--- src/inc/fbssm_pkg.sv ---
// Purpose: Constants and types for the fieldbus slave state machine
// Assumes: 16-bit register port, 100 MHz clk_in
// Notes:   State codes match the control and status register encoding
package fbssm_pkg;
  // ==========================================================
  // Register offsets and fields
  localparam logic [15:0] CTRL_ADDR   = 16'h0120;
  localparam logic [15:0] STAT_ADDR   = 16'h0130;
  localparam logic [15:0] CODE_ADDR   = 16'h0134;
  localparam int          ACK_BIT     = 4;
  localparam int          FLAG_BIT    = 4;
  localparam logic [4:0]  CTRL_MASK   = 5'h1f;
  // ==========================================================
  // State encoding
  localparam logic [3:0]  ST_INIT     = 4'h1;
  localparam logic [3:0]  ST_PREOP    = 4'h2;
  localparam logic [3:0]  ST_BOOT     = 4'h3;
  localparam logic [3:0]  ST_SAFEOP   = 4'h4;
  localparam logic [3:0]  ST_OP       = 4'h8;
  // ==========================================================
  // Error codes
  localparam logic [15:0] CODE_NONE   = 16'h0000;
  localparam logic [15:0] CODE_UNSPEC = 16'h0001;
  localparam logic [15:0] CODE_BADCHG = 16'h0011;
  localparam logic [15:0] CODE_UNKNWN = 16'h0012;
  localparam logic [15:0] CODE_MBXBT  = 16'h0015;
  localparam logic [15:0] CODE_MBXPO  = 16'h0016;
  localparam logic [15:0] CODE_SMCFG  = 16'h0017;
  localparam logic [15:0] CODE_WDOG   = 16'h001b;
  localparam logic [15:0] CODE_OUTCFG = 16'h001d;
  localparam logic [15:0] CODE_INCFG  = 16'h001e;
  // ==========================================================
  // Reset values
  localparam logic [4:0]  CTRL_RST    = 5'h01;
  localparam logic [15:0] CODE_RST    = 16'h0000;
  localparam logic [15:0] RDATA_RST   = 16'h0000;
  // ==========================================================
  // Types
  typedef enum logic [4:0] {
    FBSSM_INIT   = 5'b00001,
    FBSSM_PREOP  = 5'b00010,
    FBSSM_BOOT   = 5'b00100,
    FBSSM_SAFEOP = 5'b01000,
    FBSSM_OP     = 5'b10000
  } fbssm_state_e;
  typedef struct packed {
    logic        wr;
    logic        rd;
    logic [15:0] addr;
    logic [15:0] wdata;
  } fbssm_bus_s;
  typedef struct packed {
    logic unspec_err;
    logic mbx_boot_bad;
    logic mbx_preop_bad;
    logic sm_cfg_bad;
    logic sm_wdog_exp;
    logic out_cfg_bad;
    logic in_cfg_bad;
  } fbssm_fault_s;
endpackage : fbssm_pkg

--- src/fbssm_top.sv ---
// Purpose: Application state machine of a fieldbus slave with its three registers
// Assumes: Register port synchronous to clk_in, one access per cycle
// Notes:   Fault inputs are levels sampled every cycle
`timescale 1ns/1ps
`default_nettype none
module fbssm_top (
  // Clock and reset
  input  wire logic                clk_in,
  input  wire logic                rst_b_in,
  // Register port
  input  wire fbssm_pkg::fbssm_bus_s   bus_in,
  output logic [15:0]              rd_data_out,
  // Fault conditions from the rest of the slave
  input  wire fbssm_pkg::fbssm_fault_s fault_in,
  // State view
  output logic [3:0]               state_out,
  output logic                     flag_out,
  output logic [15:0]              code_out
);
  // ==========================================================
  // State and registers
  fbssm_pkg::fbssm_state_e state_reg, state_next;
  logic [4:0]              ctrl_reg;
  logic                    flag_reg;
  logic [15:0]             code_reg, code_next;
  logic [15:0]             rd_data_reg;
  logic                    err_set;
  logic                    ctrl_wr;
  logic [3:0]              cur, req;

  function automatic logic [3:0] enc(input fbssm_pkg::fbssm_state_e s);
    case (s)
      fbssm_pkg::FBSSM_INIT:   enc = fbssm_pkg::ST_INIT;
      fbssm_pkg::FBSSM_PREOP:  enc = fbssm_pkg::ST_PREOP;
      fbssm_pkg::FBSSM_BOOT:   enc = fbssm_pkg::ST_BOOT;
      fbssm_pkg::FBSSM_SAFEOP: enc = fbssm_pkg::ST_SAFEOP;
      fbssm_pkg::FBSSM_OP:     enc = fbssm_pkg::ST_OP;
      default:                 enc = fbssm_pkg::ST_INIT;
    endcase
  endfunction : enc

  function automatic fbssm_pkg::fbssm_state_e dec(input logic [3:0] c);
    case (c)
      fbssm_pkg::ST_PREOP:  dec = fbssm_pkg::FBSSM_PREOP;
      fbssm_pkg::ST_BOOT:   dec = fbssm_pkg::FBSSM_BOOT;
      fbssm_pkg::ST_SAFEOP: dec = fbssm_pkg::FBSSM_SAFEOP;
      fbssm_pkg::ST_OP:     dec = fbssm_pkg::FBSSM_OP;
      default:              dec = fbssm_pkg::FBSSM_INIT;
    endcase
  endfunction : dec

  assign ctrl_wr = bus_in.wr && (bus_in.addr == fbssm_pkg::CTRL_ADDR);
  assign req     = bus_in.wdata[3:0];
  assign cur     = enc(state_reg);

  // ==========================================================
  // Transition decision
  logic known, bad_pair, in_run;
  always_comb begin
    known    = (req == fbssm_pkg::ST_INIT) || (req == fbssm_pkg::ST_PREOP) ||
               (req == fbssm_pkg::ST_BOOT) || (req == fbssm_pkg::ST_SAFEOP) ||
               (req == fbssm_pkg::ST_OP);
    // Bootstrap only leaves towards Init; anything else would skip mailbox setup
    bad_pair = ((cur == fbssm_pkg::ST_INIT) && (req == fbssm_pkg::ST_SAFEOP)) ||
               ((cur == fbssm_pkg::ST_INIT) && (req == fbssm_pkg::ST_OP)) ||
               ((cur == fbssm_pkg::ST_PREOP) && (req == fbssm_pkg::ST_OP)) ||
               ((cur != fbssm_pkg::ST_INIT) && (cur != fbssm_pkg::ST_BOOT) &&
                (req == fbssm_pkg::ST_BOOT)) ||
               ((cur == fbssm_pkg::ST_BOOT) && (req != fbssm_pkg::ST_INIT) &&
                (req != fbssm_pkg::ST_BOOT));
    in_run   = (cur == fbssm_pkg::ST_OP) || (cur == fbssm_pkg::ST_SAFEOP);
  end

  always_comb begin
    state_next = state_reg;
    code_next  = code_reg;
    err_set    = 1'b0;
    if (ctrl_wr) begin
      err_set = 1'b1;
      if (!known) begin
        code_next = fbssm_pkg::CODE_UNKNWN;
      end else if (bad_pair) begin
        code_next = fbssm_pkg::CODE_BADCHG;
      end else if ((cur == fbssm_pkg::ST_INIT) && (req == fbssm_pkg::ST_BOOT) &&
                   fault_in.mbx_boot_bad) begin
        code_next = fbssm_pkg::CODE_MBXBT;
      end else if ((cur == fbssm_pkg::ST_INIT) && (req == fbssm_pkg::ST_PREOP) &&
                   fault_in.mbx_preop_bad) begin
        code_next = fbssm_pkg::CODE_MBXPO;
      end else if ((((cur == fbssm_pkg::ST_PREOP) && (req == fbssm_pkg::ST_SAFEOP)) ||
                    ((cur == fbssm_pkg::ST_SAFEOP) && (req == fbssm_pkg::ST_OP))) &&
                   fault_in.sm_cfg_bad) begin
        code_next = fbssm_pkg::CODE_SMCFG;
      end else if ((cur == fbssm_pkg::ST_PREOP) && (req == fbssm_pkg::ST_SAFEOP) &&
                   fault_in.out_cfg_bad) begin
        code_next = fbssm_pkg::CODE_OUTCFG;
      end else if ((cur == fbssm_pkg::ST_PREOP) && (req == fbssm_pkg::ST_SAFEOP) &&
                   fault_in.in_cfg_bad) begin
        code_next = fbssm_pkg::CODE_INCFG;
      end else begin
        err_set    = 1'b0;
        state_next = dec(req);
        code_next  = fbssm_pkg::CODE_NONE;
      end
    end
    // Run-time faults override a request in the same cycle: safety first
    if (in_run && fault_in.sm_wdog_exp) begin
      state_next = fbssm_pkg::FBSSM_SAFEOP;
      code_next  = fbssm_pkg::CODE_WDOG;
      err_set    = 1'b1;
    end else if (in_run && fault_in.out_cfg_bad) begin
      state_next = fbssm_pkg::FBSSM_SAFEOP;
      code_next  = fbssm_pkg::CODE_OUTCFG;
      err_set    = 1'b1;
    end else if (in_run && fault_in.in_cfg_bad) begin
      state_next = fbssm_pkg::FBSSM_PREOP;
      code_next  = fbssm_pkg::CODE_INCFG;
      err_set    = 1'b1;
    end else if (fault_in.unspec_err) begin
      state_next = state_reg;
      code_next  = fbssm_pkg::CODE_UNSPEC;
      err_set    = 1'b1;
    end
  end

  // ==========================================================
  // State register
  always_ff @(posedge clk_in or negedge rst_b_in) begin
    if (!rst_b_in) begin
      state_reg <= fbssm_pkg::FBSSM_INIT;
    end else begin
      state_reg <= state_next;
    end
  end

  // ==========================================================
  // Status code register
  always_ff @(posedge clk_in or negedge rst_b_in) begin
    if (!rst_b_in) begin
      code_reg <= fbssm_pkg::CODE_RST;
    end else begin
      code_reg <= code_next;
    end
  end

  // ==========================================================
  // Change flag: a new error beats an acknowledge in the same cycle
  always_ff @(posedge clk_in or negedge rst_b_in) begin
    if (!rst_b_in) begin
      flag_reg <= 1'b0;
    end else if (err_set) begin
      flag_reg <= 1'b1;
    end else if (ctrl_wr && bus_in.wdata[fbssm_pkg::ACK_BIT]) begin
      flag_reg <= 1'b0;
    end
  end

  // ==========================================================
  // Control register store and read port
  always_ff @(posedge clk_in or negedge rst_b_in) begin
    if (!rst_b_in) begin
      ctrl_reg <= fbssm_pkg::CTRL_RST;
    end else if (ctrl_wr) begin
      ctrl_reg <= bus_in.wdata[4:0] & fbssm_pkg::CTRL_MASK;
    end
  end

  always_ff @(posedge clk_in or negedge rst_b_in) begin
    if (!rst_b_in) begin
      rd_data_reg <= fbssm_pkg::RDATA_RST;
    end else if (bus_in.rd) begin
      case (bus_in.addr)
        fbssm_pkg::CTRL_ADDR: rd_data_reg <= {11'h000, ctrl_reg};
        fbssm_pkg::STAT_ADDR: rd_data_reg <= {11'h000, flag_reg, cur};
        fbssm_pkg::CODE_ADDR: rd_data_reg <= code_reg;
        default:              rd_data_reg <= 16'h0000;
      endcase
    end
  end

  assign rd_data_out = rd_data_reg;
  assign state_out   = cur;
  assign flag_out    = flag_reg;
  assign code_out    = code_reg;

  // ==========================================================
  // Checks
  reset_init_a: assert property (@(posedge clk_in) $rose(rst_b_in) |->
    (state_out == fbssm_pkg::ST_INIT) && !flag_out && (code_out == 16'h0000))
    else $error("not Init after reset");

  unknown_req_a: assert property (@(posedge clk_in) disable iff (!rst_b_in)
    ctrl_wr && !known && !in_run && !fault_in.unspec_err |=>
    (code_out == 16'h0012) && flag_out && $stable(state_out))
    else $error("unknown request not refused");

  bad_pair_a: assert property (@(posedge clk_in) disable iff (!rst_b_in)
    ctrl_wr && known && bad_pair && !in_run && !fault_in.unspec_err |=>
    (code_out == 16'h0011) && flag_out && $stable(state_out))
    else $error("illegal transition accepted");

  mbx_boot_a: assert property (@(posedge clk_in) disable iff (!rst_b_in)
    ctrl_wr && (cur == 4'h1) && (req == 4'h3) && fault_in.mbx_boot_bad &&
    !fault_in.unspec_err |=> (state_out == 4'h1) && (code_out == 16'h0015) && flag_out)
    else $error("bootstrap mailbox fault missed");

  mbx_preop_a: assert property (@(posedge clk_in) disable iff (!rst_b_in)
    ctrl_wr && (cur == 4'h1) && (req == 4'h2) && fault_in.mbx_preop_bad &&
    !fault_in.unspec_err |=> (state_out == 4'h1) && (code_out == 16'h0016) && flag_out)
    else $error("preop mailbox fault missed");

  wdog_drop_a: assert property (@(posedge clk_in) disable iff (!rst_b_in)
    in_run && fault_in.sm_wdog_exp |=>
    (state_out == 4'h4) && (code_out == 16'h001b) && flag_out)
    else $error("watchdog did not drop to SafeOp");

  ack_clear_a: assert property (@(posedge clk_in) disable iff (!rst_b_in)
    ctrl_wr && bus_in.wdata[4] && !err_set |=> !flag_out)
    else $error("acknowledge did not clear flag");

  good_move_a: assert property (@(posedge clk_in) disable iff (!rst_b_in)
    ctrl_wr && !err_set |=> (state_out == $past(req)) && (code_out == 16'h0000)
    ##1 (state_out == $past(req, 2)) || $changed(state_out) || $changed(code_out))
    else $error("accepted request not taken");

  status_read_a: assert property (@(posedge clk_in) disable iff (!rst_b_in)
    bus_in.rd && (bus_in.addr == 16'h0130) |=>
    (rd_data_out == {11'h000, $past(flag_reg), $past(cur)}))
    else $error("status readback wrong");
endmodule : fbssm_top
`default_nettype wire

--- config.mk ---
export PLATFORM = sky130hd
export DESIGN_NAME = fbssm_top
export DESIGN_NICKNAME = d
export VERILOG_FILES = /design/src/inc/fbssm_pkg.sv /design/src/fbssm_top.sv
export SDC_FILE = /design/constraint.sdc
export NUM_CORES = 1
export LEC_CHECK = 0
export BUFFER_PORTS_ARGS = -buffer_cell sky130_fd_sc_hd__clkbuf_2
export CAP_MARGIN = 25
export CORE_UTILIZATION = 25
export DETAILED_ROUTE_END_ITERATION = 12
export HOLD_SLACK_MARGIN = 0.1
export SLEW_MARGIN = 15
export SYNTH_ARGS = -nofsm -noshare
export SYNTH_HDL_FRONTEND = slang
export SYNTH_SLANG_ARGS = --single-unit
--- constraint.sdc ---
create_clock -name clk_in -period 2.7 [get_ports clk_in]
set_input_delay 0.135 -clock clk_in [delete_from_list [all_inputs] [get_ports clk_in]]
set_output_delay 0.135 -clock clk_in [all_outputs]
set_load 0.02 [all_outputs]
==> results of run 1 <==
cell families after synthesis:
kind of cell | synth area share
xor gates and xnor gates | 0.0103
DFF | 0.312
buffers and inverters | 0.137
and+or+nand+nor | 0.219
AOI/OAI and AO/OA | 0.262
other | 0.00221
muxes | 0.0569
per-stage QoR:
step,hold WS [ns],util,instance area [um^2]
2_1_floorplan,-0.161,-,1770
3_3_place_gp,0.139,0.296,1910
3_5_place_dp,0.156,0.296,1910
4_1_cts,0.108,0.305,1970
5_1_grt,0.145,0.305,1970
6_report,0.103,0.305,1970
cell usage after synthesis (all sizes together), types with 2 or more instances:
cell type  instances  share of area
a22o               5          0.026
or4b               2          0.014
o21a               3          0.013
clkbuf             7          0.016
dfrtp             19           0.28
o21bai             2         0.0089
nor4b              3          0.016
or3                2         0.0074
nand3             11          0.035
buf               26           0.11
nand2             13          0.029
a21oi              4          0.012
inv                4         0.0089
mux2i              4          0.024
o21ai             21          0.062
nor3               6          0.021
a22oi              2         0.0089
o211a              2          0.012
and3               4          0.015
a31oi              5          0.018
o31ai              3          0.013
o211ai             3          0.016
nand2b             4          0.015
mux2               5          0.033
a221oi             2          0.021
nor2b              2         0.0074
nor2              15          0.035
dfstp              2          0.031
worst register-to-register path, cell delays in order, from the launching register on:
cell and delay (ns):
dfstp_2 0.66, or3_1 0.22, o22ai_1 0.14, a221oi_1 0.49, nand3_2 0.18, or4_1 0.50, a31oi_1 0.19
placed cells by master, fill, tap and decap left out, types with 2 or more instances in the layout:
cell,instances
conb_1,22
a21oi_1,4
dfrtp_1,19
clkbuf_2,46
a31oi_1,5
and3_1,4
o21bai_1,2
o21a_1,3
nand2_1,13
nand2b_1,4
o211ai_1,2
or3_1,2
nor4b_1,2
dfstp_2,2
inv_1,4
o21ai_0,20
o31ai_1,3
clkbuf_8,3
a22o_1,5
nor2_1,14
buf_4,3
nor3_1,5
nand3_1,10
mux2_2,5
nor2b_1,2
o211a_1,2
a22oi_1,2
mux2i_1,4
area by class of cell:
cell class | instances | share of cell area
well taps | 77 | 0.0490
multi-input cells | 163 | 0.518
inverters | 4 | 0.00763
clock buffers | 3 | 0.0210
flip-flops and latches | 21 | 0.268
clock inverters | 1 | 0.00254
repair buffers | 50 | 0.134
worst min path at each step:
stage                   start                       end  slack [ns]  depth (start not counted)
floorplan            rst_b_in   code_out[0]$_DFFE_PN0P_       -0.16                          0
global placement     rst_b_in  state_reg[3]$_DFFE_PN0P_        0.14                          1
detailed placement   rst_b_in  state_reg[3]$_DFFE_PN0P_        0.16                          1
CTS                 bus_in[4]   ctrl_reg[4]$_DFFE_PN0P_        0.11                          3
global route        bus_in[4]   ctrl_reg[4]$_DFFE_PN0P_        0.14                          3
finish              bus_in[4]   ctrl_reg[4]$_DFFE_PN0P_        0.10                          3
power groups by stage:
stage	registers (mW)	logic (mW)	clock network (mW)
floorplan	0.442	0.436	0
global placement	0.439	0.614	0
detailed placement	0.438	0.617	0
CTS	0.432	0.619	0.221
global route	0.444	0.686	0.233
finish	0.431	0.622	0.214
routing by layer:
metal | share of wire | wire length [um] | global-route usage
met2 | 0.44 | 2010 | 0.193
met1 | 0.49 | 2240 | 0.191
met3 | 0.063 | 289 | 0.0374
met5 | 0 | 0 | 0
met4 | 0.0050 | 23 | 0.0204
==> flow_metrics.tcl, run 1 <==
set metrics [dict create \
    period_minus_slack_ns 2.46 \
    grt_pass1_vias 1405 \
    regArea_um2 528 \
    relSlewSlack 0.632 \
    cts_setup_buffers 0 \
    finalHoldViolCount 0 \
    via_per_inst 5.06 \
    setup_tns_ns 0 \
    drv_cap 0 \
    die_h_um 84.3 \
    hold_class "input pin to flip-flop" \
    criticalPathCategory "flip-flop to flip-flop" \
    diodes 0 \
    synth-main-ff-cell "dfrtp_1" \
    critical_path.n_buffers_inverters 0 \
    synth_seq_cells 21 \
    setup_viol_count_final 0 \
    ys_types 56 \
    endpoint_kind "flip-flop" \
    numPortBuffers 46 \
    grt_pass1_wl_um 7420 \
    drive_gt1_frac 0.281 \
    grt_max_degree 22 \
    finalCritPeriodShare 0.912 \
    fin_ws_ns 0.237 \
    drtIter0Drc 88 \
    clock_power_share 0.169 \
    cp-startpoint "state_reg[0]$_DFFE_PN1P_" \
    p_sw_frac 0.449 \
    max_stage_delay_ns 0.66 \
    power_density_nw_per_um2 644 \
    floorplan.initialDensity 0.262 \
    track_usage 0.131 \
    multiInputGateArea_um2 1020 \
    p_total_mw 1.27 \
    rrSetupSlack_ns 0.24 \
    power_frac_seq 0.340 \
    crit_family "simple AND/OR/NAND/NOR gates" \
    coreArea_um2 6460 \
    overflow 0 \
    dpl.hpwl_um 3670 \
    fmax_mhz 406 \
    avgSynthCellArea_um2 8.47 \
    dieArea_um2 7110 \
    pwr-share-comb 0.491 \
    area_growth_pct 16.1 \
    rows 29 \
    path_depth 6 \
    intPower_mw 0.699 \
    final_nets 286 \
    clock-skew-final_ns 0.00869 \
    async_flop_share 1.00 \
    peakVddDrop_v 0.000221 \
    ys_warn_count 0 \
    crit_path_top_delay_cell "dfstp_2" \
    drt_first_pass_iters 10 \
    vias 1613 \
    reg2reg_to "state_reg[1]$_DFFE_PN0P_" \
    status "finished with violations" \
    p_leak_nw 0.928 \
    cp.arrival_ns 2.65 \
    path_max_fanout 9 \
    reg2reg_depth 6 \
    violations "DRC" \
    cp-start-kind "flip-flop" \
    final_cells 319 \
    cts-root-buf "clkbuf_8" \
    drt_wl_total_um 4570 \
    cts_made_buffers 3 \
    tightest_slew_ns 0.552 \
    antenna_found_initial 0 \
    die_w_um 84.3 \
    cp-endpoint "state_reg[1]$_DFFE_PN0P_" \
    r2r_start "state_reg[0]$_DFFE_PN1P_" \
    synth_edf_count 0 \
    crit_chain "or3_1, o22ai_1, a221oi_1, nand3_2, or4_1, a31oi_1" \
    dp.cells 314 \
    clk_latency_ns 0.27 \
    num_io_pins 80 \
    rsz0062_at_grt "false" \
    synth.cell_area_um2 1690 \
    syn_inst 200 \
    cts_htree_levels 1 \
    cts_tree "yes" \
    antenna_left 0 \
    gp_congestion 0.892 \
    cts_sinks 21 \
    hold_buffers 1 \
    fill_cells 713 \
    cts_max_path_buffers 2 \
    crit_required_ns 2.89 \
    dp_slack_ns 0.290 \
    cts.clk_slew.worst_paths_ns 0.09 \
    yosysSeqAreaShare 0.312 \
    p_switching_mw 0.569 \
    drc 2 \
    wl_per_cell_um 14.3 \
    finalMaxSlewViolations 0 \
    cts_resized 0 \
]
Power figures use the tool's default switching activity.
==> inputs of run 2 (changes only) <==
--- a/config.mk
+++ b/config.mk
@@ -10,6 +10,7 @@
 export CORE_UTILIZATION = 25
 export DETAILED_ROUTE_END_ITERATION = 12
 export HOLD_SLACK_MARGIN = 0.1
+export PLACE_DENSITY = 0.48
 export SLEW_MARGIN = 15
 export SYNTH_ARGS = -nofsm -noshare
 export SYNTH_HDL_FRONTEND = slang
==> flow_metrics.tcl, run 2 (same netlist as run 1, synthesis figures left out) <==
set metrics [dict create \
    finalMaxSlewViolations 0 \
    grt_max_degree 22 \
    drv_cap 0 \
    gp_congestion 0.845 \
    violations "DRC" \
    r2r_start "state_reg[0]$_DFFE_PN1P_" \
    endpoint_kind "flip-flop" \
    die_w_um 84.3 \
    fill_cells 709 \
    dieArea_um2 7110 \
    diodes 0 \
    wl_per_cell_um 14.2 \
    hp-start "bus_in[4]" \
    power_density_nw_per_um2 643 \
    drt_first_pass_iters 10 \
    area_growth_pct 17.0 \
    cts.clk_slew.worst_paths_ns 0.08 \
    dp_slack_ns 0.324 \
    cts-root-buf "clkbuf_8" \
    grt_pass1_vias 1369 \
    relSlewSlack 0.651 \
    cp.arrival_ns 2.60 \
    clock-skew-final_ns 0.00157 \
    via_per_inst 4.96 \
    clk_latency_ns 0.26 \
    cts_max_path_buffers 2 \
    peakVddDrop_v 0.000235 \
    track_usage 0.127 \
    cp-startpoint "state_reg[0]$_DFFE_PN1P_" \
    setup_viol_count_final 0 \
    drc 8 \
    status "finished with violations" \
    criticalPathCategory "flip-flop to flip-flop" \
    final_nets 288 \
    drtIter0Drc 92 \
    setup_tns_ns 0 \
    finalCritPeriodShare 0.893 \
    min_to "ctrl_reg[4]$_DFFE_PN0P_" \
    reg2reg_depth 6 \
    numPortBuffers 46 \
    cts_sinks 21 \
    tightest_slew_ns 0.523 \
    die_h_um 84.3 \
    floorplan.initialDensity 0.262 \
    overflow 0 \
    num_io_pins 80 \
    cts_made_buffers 3 \
    final_common_cell "clkbuf_2" \
    regArea_um2 528 \
    crit_required_ns 2.89 \
    dpl.hpwl_um 3710 \
    drive_gt1_frac 0.287 \
    fin_ws_ns 0.288 \
    antenna_left 0 \
    period_minus_slack_ns 2.41 \
    rows 29 \
    grt_pass1_wl_um 7170 \
    multiInputGateArea_um2 1020 \
    rrSetupSlack_ns 0.29 \
    reg2reg_to "state_reg[1]$_DFFE_PN0P_" \
    hold_class "input pin to flip-flop" \
    path_max_fanout 9 \
    cts_tree "yes" \
    antenna_found_initial 0 \
    finalHoldViolCount 0 \
    cp-start-kind "flip-flop" \
    drt_wl_total_um 4550 \
    coreArea_um2 6460 \
    rsz0062_at_grt "false" \
    vias 1593 \
    p_leak_nw 0.937 \
    fmax_mhz 415 \
    holdPathStages 3 \
    cts_htree_levels 1 \
    final_cell_mix "46 x clkbuf_2, 22 x conb_1, 20 x o21ai_0" \
]
[run 2: stage by stage]
stage                     hold slack [ns]  total power [mW]  utilization  cells  area, um^2
after floorplan                    -0.161             0.878            -    221        1770
after global placement              0.145              1.07        0.298    316        1930
after detailed placement            0.141              1.07        0.298    316        1930
after CTS                           0.107              1.29        0.307    321        1980
after global routing                0.138              1.37        0.307    321        1980
final                               0.102              1.27        0.307    321        1980
[run 2: metal layers]
layer | wire (um) | track usage
met1 | 2190 | 0.183
met2 | 2000 | 0.193
met3 | 308 | 0.0256
met4 | 58 | 0.0282
met5 | 0 | 0
[run 2: critical path: stages, from the launching register on]
cell and delay [ns]:
dfstp_2 0.66, or3_1 0.22, o22ai_1 0.15, a221oi_1 0.48, nand3_2 0.18, or4_1 0.49
a31oi_1 0.17
[run 2: cell type report]
type / count / share of cell area
well taps: 77 / 0.0486
flip-flops and latches: 21 / 0.266
multi-input cells: 163 / 0.514
clock inverters: 1 / 0.00253
clock buffers: 3 / 0.0208
inverters: 4 / 0.00758
repair buffers: 52 / 0.140
[run 2: timing repair]
action	in CTS	in global routing
hold endpoints to repair	19	0
setup buffers	0	0
resized for setup	0	0
hold buffers	1	0
setup endpoints to repair	0	0
[run 2: how the worst max path moves through the flow]
stage | cells after the start | endpoint
after floorplan | 7 | state_reg[1]$_DFFE_PN0P_
after global placement | 6 | state_reg[1]$_DFFE_PN0P_
after detailed placement | 6 | state_reg[1]$_DFFE_PN0P_
after CTS | 6 | state_reg[1]$_DFFE_PN0P_
after global routing | 6 | state_reg[1]$_DFFE_PN0P_
final | 6 | state_reg[1]$_DFFE_PN0P_
[run 2: report_power, final]
| part | leakage [nW] | switching, mW | internal (mW) |
|---|---|---|---|
| Combinational | 0.656 | 0.400 | 0.247 |
| Sequential | 0.256 | 0.0537 | 0.363 |
| Clock | 0.0255 | 0.108 | 0.103 |
| Total | 0.937 | 0.561 | 0.713 |
